$ cat config.mk
export PLATFORM = sky130hd
export DESIGN_NAME = sfdp_sector_map_rom
export DESIGN_NICKNAME = d
export VERILOG_FILES = /design/src/verilog/smap_pkg.sv /design/src/verilog/sfdp_sector_map_rom.sv /design/src/verilog/smap_rom.sv /design/src/verilog/smap_sizesel.sv
export SDC_FILE = /design/constraint.sdc
export NUM_CORES = 1
export LEC_CHECK = 0
export ABC_AREA = 1
export BUFFER_PORTS_ARGS = -buffer_cell sky130_fd_sc_hd__buf_2
export CELL_PAD_IN_SITES_DETAIL_PLACEMENT = 1
export CELL_PAD_IN_SITES_GLOBAL_PLACEMENT = 2
export CORE_ASPECT_RATIO = 0.9
export CORE_MARGIN = 5
export CORE_UTILIZATION = 24
export CTS_CLUSTER_SIZE = 12
export DETAILED_ROUTE_END_ITERATION = 8
export HOLD_SLACK_MARGIN = 0.02
export PLACE_DENSITY_LB_ADDON = 0.1
export SLEW_MARGIN = 30
export SYNTH_ARGS = -nofsm -noshare
export SYNTH_HDL_FRONTEND = slang
export SYNTH_SLANG_ARGS = --single-unit
$ cat constraint.sdc
create_clock -name aclk -period 1.3 [get_ports aclk]
set_input_delay 0.13 -clock aclk [delete_from_list [all_inputs] [get_ports aclk]]
set_output_delay 0.13 -clock aclk [all_outputs]
set_load 0.02 [all_outputs]
$ cat src/verilog/smap_pkg.sv
// constants for the sector map parameter storage
package smap_pkg;
  localparam logic [7:0] base_offset = 8'h54;
  localparam logic [7:0] last_offset = 8'h67;
  localparam int rom_bytes = 20;
  localparam logic [31:0] detect2_addr = 32'h0000_0002;
  localparam logic [7:0] mask_bit1 = 8'h02;
  localparam logic [1:0] addr_len_var = 2'h3;
  localparam logic [1:0] rfu_pair = 2'h3;
  localparam logic [3:0] latency_var = 4'hf;
  localparam logic [7:0] read_any_reg_op = 8'h65;
  localparam logic [7:0] detect3_low = 8'hfd;
  localparam logic [31:0] detect3_addr = 32'h0000_0004;
  localparam logic [7:0] hdr_rfu = 8'hff;
  localparam logic [7:0] region_count_m1 = 8'h02;
  localparam logic [7:0] config_id0 = 8'h00;
  localparam logic [7:0] hdr_low = 8'hfe;
  localparam logic [23:0] region0_size = 24'h00_007f;
  localparam logic [7:0] region0_low = 8'hf1;
  localparam logic [31:0] detect3_word = {mask_bit1, addr_len_var, rfu_pair, latency_var,
                                         read_any_reg_op, detect3_low};
  localparam logic [31:0] hdr_word = {hdr_rfu, region_count_m1, config_id0, hdr_low};
  localparam logic [31:0] region0_word = {region0_size, region0_low};
  // axi-lite map: word n holds parameter offsets base+4n..base+4n+3
  localparam logic [7:0] axi_rom_base = 8'h00;
  localparam logic [7:0] axi_status = 8'h20;
  localparam logic [7:0] axi_select = 8'h24;
  localparam logic [1:0] resp_okay = 2'h0;
  localparam logic [1:0] resp_slverr = 2'h2;
endpackage : smap_pkg

$ cat src/verilog/sfdp_sector_map_rom.sv
// axi4-lite slave exposing the read-only sector map parameter bytes
`timescale 1ns/1ps
module sfdp_sector_map_rom (
  input wire logic aclk,
  input wire logic aresetn,
  input wire logic [7:0] s_axi_awaddr,
  input wire logic s_axi_awvalid,
  output logic s_axi_awready,
  input wire logic [31:0] s_axi_wdata,
  input wire logic [3:0] s_axi_wstrb,
  input wire logic s_axi_wvalid,
  output logic s_axi_wready,
  output logic [1:0] s_axi_bresp,
  output logic s_axi_bvalid,
  input wire logic s_axi_bready,
  input wire logic [7:0] s_axi_araddr,
  input wire logic s_axi_arvalid,
  output logic s_axi_arready,
  output logic [31:0] s_axi_rdata,
  output logic [1:0] s_axi_rresp,
  output logic s_axi_rvalid,
  input wire logic s_axi_rready,
  input wire logic [7:0] detect_byte,
  output logic uniform_256k
);
  // write path: address and data may come in either order
  logic aw_held_q;
  logic w_held_q;
  logic [7:0] awaddr_q;
  logic [31:0] wdata_q;
  logic [7:0] select_q;
  logic [7:0] detect_meta_q;
  logic [7:0] detect_sync_q;
  logic u256_w;
  logic [7:0] byte_w [4];
  logic hit_w [4];
  logic [7:0] rd_off;
  logic [3:0] wstrb_q;
  logic lanes_hit;

  function automatic logic rom_space(input logic [7:0] addr);
    rom_space = addr < smap_pkg::axi_status;
  endfunction : rom_space

  // readies are flops so no port leaves through gates
  always_ff @(posedge aclk) begin
    if (!aresetn) begin
      s_axi_awready <= 1'b1;
    end else if (s_axi_awvalid && s_axi_awready) begin
      s_axi_awready <= 1'b0;
    end else if (s_axi_bvalid && s_axi_bready) begin
      s_axi_awready <= 1'b1;
    end
  end

  always_ff @(posedge aclk) begin
    if (!aresetn) begin
      s_axi_wready <= 1'b1;
    end else if (s_axi_wvalid && s_axi_wready) begin
      s_axi_wready <= 1'b0;
    end else if (s_axi_bvalid && s_axi_bready) begin
      s_axi_wready <= 1'b1;
    end
  end

  always_ff @(posedge aclk) begin
    if (!aresetn) begin
      s_axi_arready <= 1'b1;
    end else if (s_axi_arvalid && s_axi_arready) begin
      s_axi_arready <= 1'b0;
    end else if (s_axi_rvalid && s_axi_rready) begin
      s_axi_arready <= 1'b1;
    end
  end

  always_ff @(posedge aclk) begin
    if (!aresetn) begin
      aw_held_q <= 1'b0;
      awaddr_q <= 8'h00;
    end else if (s_axi_awvalid && s_axi_awready) begin
      aw_held_q <= 1'b1;
      awaddr_q <= s_axi_awaddr;
    end else if (aw_held_q && w_held_q) begin
      aw_held_q <= 1'b0;
    end
  end

  always_ff @(posedge aclk) begin
    if (!aresetn) begin
      w_held_q <= 1'b0;
      wdata_q <= 32'h0000_0000;
      wstrb_q <= 4'h0;
    end else if (s_axi_wvalid && s_axi_wready) begin
      w_held_q <= 1'b1;
      wdata_q <= s_axi_wdata;
      wstrb_q <= s_axi_wstrb;
    end else if (aw_held_q && w_held_q) begin
      w_held_q <= 1'b0;
    end
  end

  // writes to the parameter area are answered but never stored
  always_ff @(posedge aclk) begin
    if (!aresetn) begin
      s_axi_bvalid <= 1'b0;
      s_axi_bresp <= smap_pkg::resp_okay;
      select_q <= 8'h00;
    end else if (aw_held_q && w_held_q) begin
      s_axi_bvalid <= 1'b1;
      if (awaddr_q == smap_pkg::axi_select) begin
        s_axi_bresp <= smap_pkg::resp_okay;
        if (wstrb_q[0]) begin
          select_q <= wdata_q[7:0];
        end
      end else if (rom_space(awaddr_q)) begin
        s_axi_bresp <= smap_pkg::resp_slverr;
      end else begin
        s_axi_bresp <= smap_pkg::resp_slverr;
      end
    end else if (s_axi_bvalid && s_axi_bready) begin
      s_axi_bvalid <= 1'b0;
    end
  end

  // detection byte arrives from the register file domain, two flops
  always_ff @(posedge aclk) begin
    if (!aresetn) begin
      detect_meta_q <= 8'h00;
      detect_sync_q <= 8'h00;
    end else begin
      detect_meta_q <= detect_byte;
      detect_sync_q <= detect_meta_q;
    end
  end

  smap_sizesel u_sel (
    .detect_byte(detect_sync_q),
    .uniform_256k(u256_w)
  );

  always_ff @(posedge aclk) begin
    if (!aresetn) begin
      uniform_256k <= 1'b0;
    end else begin
      uniform_256k <= u256_w;
    end
  end

  // read path: one word, four byte lookups
  assign rd_off = smap_pkg::base_offset + {s_axi_araddr[4:2], 2'b00};

  for (genvar i = 0; i < 4; i++) begin : g_lane
    smap_rom u_rom (
      .offset(rd_off + 8'(i)),
      .data(byte_w[i]),
      .hit(hit_w[i])
    );
  end

  assign lanes_hit = hit_w[0] && hit_w[1] && hit_w[2] && hit_w[3];

  always_ff @(posedge aclk) begin
    if (!aresetn) begin
      s_axi_rvalid <= 1'b0;
      s_axi_rdata <= 32'h0000_0000;
      s_axi_rresp <= smap_pkg::resp_okay;
    end else if (s_axi_arvalid && s_axi_arready) begin
      s_axi_rvalid <= 1'b1;
      s_axi_rresp <= smap_pkg::resp_okay;
      if (rom_space(s_axi_araddr) && lanes_hit) begin
        s_axi_rdata <= {byte_w[3], byte_w[2], byte_w[1], byte_w[0]};
      end else if (s_axi_araddr == smap_pkg::axi_status) begin
        s_axi_rdata <= {24'h00_0000, 7'h00, uniform_256k};
      end else if (s_axi_araddr == smap_pkg::axi_select) begin
        s_axi_rdata <= {24'h00_0000, select_q};
      end else begin
        s_axi_rdata <= 32'h0000_0000;
        s_axi_rresp <= smap_pkg::resp_slverr;
      end
    end else if (s_axi_rvalid && s_axi_rready) begin
      s_axi_rvalid <= 1'b0;
    end
  end
endmodule : sfdp_sector_map_rom

$ cat src/verilog/smap_rom.sv
// byte lookup of the sector map parameter bytes
`timescale 1ns/1ps
module smap_rom (
  input wire logic [7:0] offset,
  output logic [7:0] data,
  output logic hit
);
  function automatic logic [7:0] pick(input logic [31:0] w, input logic [1:0] b);
    pick = w[b*8 +: 8];
  endfunction : pick

  logic [7:0] rel;
  assign rel = offset - smap_pkg::base_offset;
  assign hit = (offset >= smap_pkg::base_offset) && (offset <= smap_pkg::last_offset);

  always_comb begin
    data = 8'h00;
    if (!hit) begin
      data = 8'h00;
    end else if (rel[4:2] == 3'd0) begin
      data = pick(smap_pkg::detect2_addr, rel[1:0]);
    end else if (rel[4:2] == 3'd1) begin
      data = pick(smap_pkg::detect3_word, rel[1:0]);
    end else if (rel[4:2] == 3'd2) begin
      data = pick(smap_pkg::detect3_addr, rel[1:0]);
    end else if (rel[4:2] == 3'd3) begin
      data = pick(smap_pkg::hdr_word, rel[1:0]);
    end else begin
      data = pick(smap_pkg::region0_word, rel[1:0]);
    end
  end
endmodule : smap_rom

$ cat src/verilog/smap_sizesel.sv
// sector map choice from detection byte
`timescale 1ns/1ps
module smap_sizesel (
  input wire logic [7:0] detect_byte,
  output logic uniform_256k
);
  // only the masked bit counts; other bits are don't-care
  assign uniform_256k = |(detect_byte & smap_pkg::mask_bit1);
endmodule : smap_sizesel

==> results of run 1 <==
## final cells by class
| type | instances | share of cell area |
|---|---|---|
| clock inverters | 2 | 0.0118 |
| repair buffers | 93 | 0.181 |
| well taps | 122 | 0.0516 |
| clock buffers | 6 | 0.0279 |
| multi-input cells | 201 | 0.347 |
| flip-flops and latches | 51 | 0.345 |
| inverters | 28 | 0.0355 |
## layout by cell type, fill, tap and decap left out, drive strengths merged
| cell | instances |
|---|---|
| a21oi | 30 |
| buf | 92 |
| bufinv | 1 |
| clkbuf | 6 |
| clkinv | 3 |
| conb | 3 |
| dfxtp | 51 |
| dlygate4sd3 | 1 |
| ha | 5 |
| inv | 26 |
| nand2 | 55 |
| nand3 | 23 |
| nand4 | 3 |
| nor2 | 51 |
| nor3 | 1 |
| o211ai | 1 |
| o21ai | 29 |
## cell usage after synthesis (2+ instances only)
cell	n	area, µm²
inv_2	3	11.3
clkbuf_1	6	22.5
ha_1	5	62.6
a21oi_1	28	140
nand3_1	20	100
nor2_2	4	25.0
nor2_4	2	22.5
o21ai_0	28	140
nand4_1	3	18.8
dfxtp_1	51	1020
nand3_2	2	20.0
nand2_1	48	180
inv_1	23	86.3
nand2_2	7	43.8
clkinv_1	2	7.51
nor2_1	43	161
buf_4	20	150
a21oi_2	2	17.5
## worst max-delay path, delay by kind of cell (launching register included)
| kind | cells | cell delay, ns |
|---|---|---|
| flops | 1 | 0.33 |
| simple gates | 5 | 0.71 |
| compound gates | 1 | 0.06 |
## flip-flops by register name, indices dropped and copies added (netlist names), 8 cells and up
register / flops
select_q: 8
awaddr_q: 8
wdata_q: 8
s_axi_rdata: 14
## metrics by stage
| step | setup TNS, ns | setup slack, ns | total power, mW | utilization | area (µm²) |
|---|---|---|---|---|---|
| after floorplan | 0 | 0.116 | 2.04 | - | 2310 |
| after global placement | -1.25 | -0.152 | 2.24 | 0.303 | 2810 |
| after detailed placement | -1.59 | -0.155 | 2.25 | 0.303 | 2810 |
| after CTS | 0 | 0.00681 | 3.43 | 0.317 | 2930 |
| after global routing | 0 | 0.0188 | 3.56 | 0.320 | 2960 |
| final | 0 | 0.0898 | 3.37 | 0.320 | 2960 |
## what timing repair did
item	CTS	global route
gates resized for setup	0	4
setup endpoints to repair	0	9
setup buffers	0	0
hold endpoints to repair	1	0
hold buffers	1	0
## how the worst max path moves through the flow
stage                          startpoint             end
final                         awaddr_q[0]     select_q[1]
after global routing          awaddr_q[6]  s_axi_bresp[1]
after CTS                     awaddr_q[6]     select_q[1]
after detailed placement  s_axi_araddr[3]  s_axi_rdata[0]
after global placement    s_axi_araddr[3]  s_axi_rdata[0]
after floorplan             s_axi_arready  s_axi_rdata[1]
## cells by family (layout without fill, tap and decap cells)
logic type / Yosys count / in the layout / synth area share
AND/OR/NAND/NOR: 132 / 133 / 0.267
flip-flops: 51 / 51 / 0.444
AO/OA/AOI/OAI: 60 / 60 / 0.137
buffers and inverters: 55 / 129 / 0.123
other: 1 / 3 / 0.00163
adder cells (fa/ha/maj): 5 / 5 / 0.0272
## metal layers
metal | vias up | track usage | wire length, µm
met4 | 0 | 0.0388 | 84
met2 | 46 | 0.173 | 2690
li1 | 1104 | - | -
met1 | 949 | 0.134 | 2970
met3 | 8 | 0.0293 | 364
met5 | - | 0 | 0
## power by group through the flow
stage                     logic (mW)  registers, mW  clock network [mW]
after global placement         0.508           1.73                   0
after CTS                      0.520           1.70                1.21
after detailed placement       0.515           1.73                   0
after global routing           0.585           1.71                1.27
final                          0.513           1.70                1.16
after floorplan                0.270           1.77                   0
==> flow_summary.ini, run 1 <==
[logic_synthesis]
synth_edf_count = 0
synth.distinct_cells = 25
ys.flop_type = dfxtp_1
synth_cells = 304
seq_area_frac_synth = 0.444
async_flop_share = 0
syn_area_per_cell_um2 = 7.56
yosysWarnings = 0
synth_area_um2 = 2300
ys_seq_elements = 51

[setup_path]
r2r-start = awaddr_q[0]
worstSetupPathType = flop to flop
critical_path_required_ns = 1.50
r2r_slack_ns = 0.09
arrival_ns = 1.41
critPathSlowestCell = dfxtp_1
cp_cell_sequence = nor2_2 > nand3_2 > nor2_4 > nand2_4 > nand2_1 > a21oi_1
rr_worst_depth = 6
cp-start-kind = flop
slowest_delay_ns = 0.33
endpoint_kind = flop
worstPathMaxFanout = 8
reg2reg_to = select_q[1]

[power]
p_leak_nw = 1.44
p_sw_frac = 0.267
p_sw_mw = 0.898
p_per_area_nw_per_um2 = 1140
internal-power_mw = 2.47
pwr-share-clk = 0.344
pwr-share-comb = 0.152
share_seq_of_total_power = 0.504
ir_drop_uv = 374

[route]
avgRoutedWirePerCell_um = 12.1
vias_per_cell = 4.19
drtPass1Iterations = 4
vias = 2107
drc_errors = 0
drt-total-wl_mm = 6.11
ant_nets = 0
drt_iter0_drc = 39

[min_path]
min_path_cells = 3
hold_end = awaddr_q[1]
hp-start = s_axi_awaddr[1]
min_path_type = input port to flop

[sta]
period_needed_ns = 1.21
hold_ws_ns = 0.0617
hold_viol = 0
period_share = 0.931
rsz0062_at_grt = false
report.final.slew_viol_count = 0
final-setup-viol-count = 0
skew_ns = 0.00447
clock.fmax_ghz = 0.826

[grt]
grt_start_max_net_pins = 20
grt_pass1_wl_mm = 9.78
grt_pass1_vias = 2121
antenna_found_initial = 0
overflow = 0
grt_usage = 0.105

[die]
start_util = 0.249
core_area_um2 = 9250
fp.dieW_um = 113
rows = 33
dieArea_um2 = 11600
dieHeight_um = 103
pin_count = 109

[finish]
instances_no_fill = 503
drive_gt1_frac = 0.333
regArea_um2 = 1020
multi_input_area_um2 = 1030
fillCellCount = 1165
num-nets-final = 452
diodes = 0
area_growth_pct = 28.7

[clocking]
cts_buffers = 5
root_buffer = clkbuf_8
max-clock-path-buffers = 2
clkSinkCount = 51
h-tree-depth = 2
clk_pin_slew_worst_paths_ns = 0.09
insertion_delay_ns = 0.31
cts_tree = yes

[outcome]
outcome = finished, final reports clean

[placement]
dp_hpwl_mm = 4.78
gp_congestion = 0.732
port_buffers = 71
place_inst = 493

[run]
maxCapViolCount = 0
No activity file was read; power rests on OpenSTA's default activity.
==> run 2, diff against run 1 <==
Settings changed: PLACE_DENSITY_LB_ADDON 0.1 to 0.2.
==> flow_summary.ini, run 2 (same netlist as run 1, synthesis figures left out) <==
[die]
core_area_um2 = 9250
dieHeight_um = 103
start_util = 0.249
rows = 33
fp.dieW_um = 113
pin_count = 109
dieArea_um2 = 11600

[sta]
skew_ns = 0.00736
clock.fmax_ghz = 0.796
period_share = 0.966
period_needed_ns = 1.26
hold_viol = 0
final-setup-viol-count = 0
report.final.slew_viol_count = 0
setup_ws_ns = 0.0442
fin_tns_setup_ns = 0

[finish]
area_growth_pct = 30.5
largest_register_ffs = 14
num-nets-final = 453
layout.cells.most_common_list = buf_2, dfxtp_1, nand2_1
final_common_cell = buf_2
top_register = s_axi_rdata
drive_gt1_frac = 0.343
diodes = 0
final_util = 0.324

[setup_path]
worstSetupPathType = flop to flop
critical_path_required_ns = 1.51
endpoint_kind = flop
cp-start-kind = flop
arrival_ns = 1.47
r2r_slack_ns = 0.04
worstPathMaxFanout = 8

[power]
p_per_area_nw_per_um2 = 1120
power_mw = 3.35
p_leak_nw = 1.46
ir_drop_uv = 539

[route]
drt_iter0_drc = 65
vias = 2135
ant_nets = 0
drc_errors = 0
drt-total-wl_mm = 6.07
drtPass1Iterations = 2
avgRoutedWirePerCell_um = 12.0
vias_per_cell = 4.24

[clocking]
clk_pin_slew_worst_paths_ns = 0.10
max-clock-path-buffers = 2
clkSinkCount = 51
cts_tree = yes
h-tree-depth = 2
cts_buffers = 5
root_buffer = clkbuf_8
insertion_delay_ns = 0.32

[placement]
gp_congestion = 0.788
port_buffers = 71
dp_hpwl_mm = 4.60
dp_slack_ns = -0.137

[grt]
grt_pass1_vias = 2140
antenna_found_initial = 0
grt_start_max_net_pins = 33
grt_pass1_wl_mm = 10.1
overflow = 0
grt_usage = 0.108

[run]
maxCapViolCount = 0

[outcome]
outcome = finished, final reports clean

[min_path]
min_path_type = input port to flop
==> run 2: worst paths after layout <==
path | startpoint | endpoint | cells after the start
worst max-delay path | awaddr_q[1] | s_axi_bresp[1] | 8
worst min-delay path | s_axi_awaddr[7] | awaddr_q[7] | 3
worst max register to register | awaddr_q[1] | s_axi_bresp[1] | 8
worst min register to register | detect_sync_q[1] | uniform_256k | 2
==> run 2: metrics by stage <==
| stage | hold slack, ns | std cells | cell area (µm²) |
|---|---|---|---|
| finish | 0.0592 | 504 | 3000 |
| global route | 0.0751 | 504 | 3000 |
| global placement | 0.317 | 493 | 2820 |
| CTS | 0.0468 | 502 | 2940 |
| detailed placement | 0.323 | 493 | 2820 |
| floorplan | 0.228 | 306 | 2310 |
==> run 2: area by class of cell <==
cell class | count | area (µm²)
fillers | 1183 | 6250
flip-flops and latches | 51 | 1020
multi-input cells | 200 | 1020
repair buffers | 95 | 583
well taps | 122 | 153
inverters | 28 | 105
clock buffers | 5 | 68.8
clock inverters | 3 | 43.8
==> run 2: where the power goes <==
group          switching [mW]  total, mW  internal (mW)
Clock                   0.569       1.14          0.574
Combinational           0.314      0.511          0.197
Sequential             0.0476       1.70           1.65
Total                   0.931       3.35           2.42
==> run 2: worst max-delay path: stages, from the launching register on <==
cell and delay (ns):
dfxtp_2 0.33, nor2_1 0.12, nand3_1 0.13, nor2_4 0.15, buf_12 0.14, buf_6 0.09, nor2_2 0.03, a21oi_2 0.09
nor2_1 0.05
==> run 2: per-layer routing <==
metal | part of all wire | up-vias | track usage
li1 | - | 1107 | -
met1 | 0.47 | 973 | 0.140
met2 | 0.46 | 47 | 0.176
met3 | 0.056 | 8 | 0.0270
met4 | 0.015 | 0 | 0.0416
met5 | 0 | - | 0
==> run 2: what timing repair did <==
| action | 4_1_cts | 5_1_grt |
|---|---|---|
| endpoints found under the hold margin | 1 | 0 |
| setup buffers | 0 | 2 |
| endpoints found under the setup margin | 0 | 10 |
| gates resized for setup | 0 | 10 |
| hold buffers | 1 | 0 |
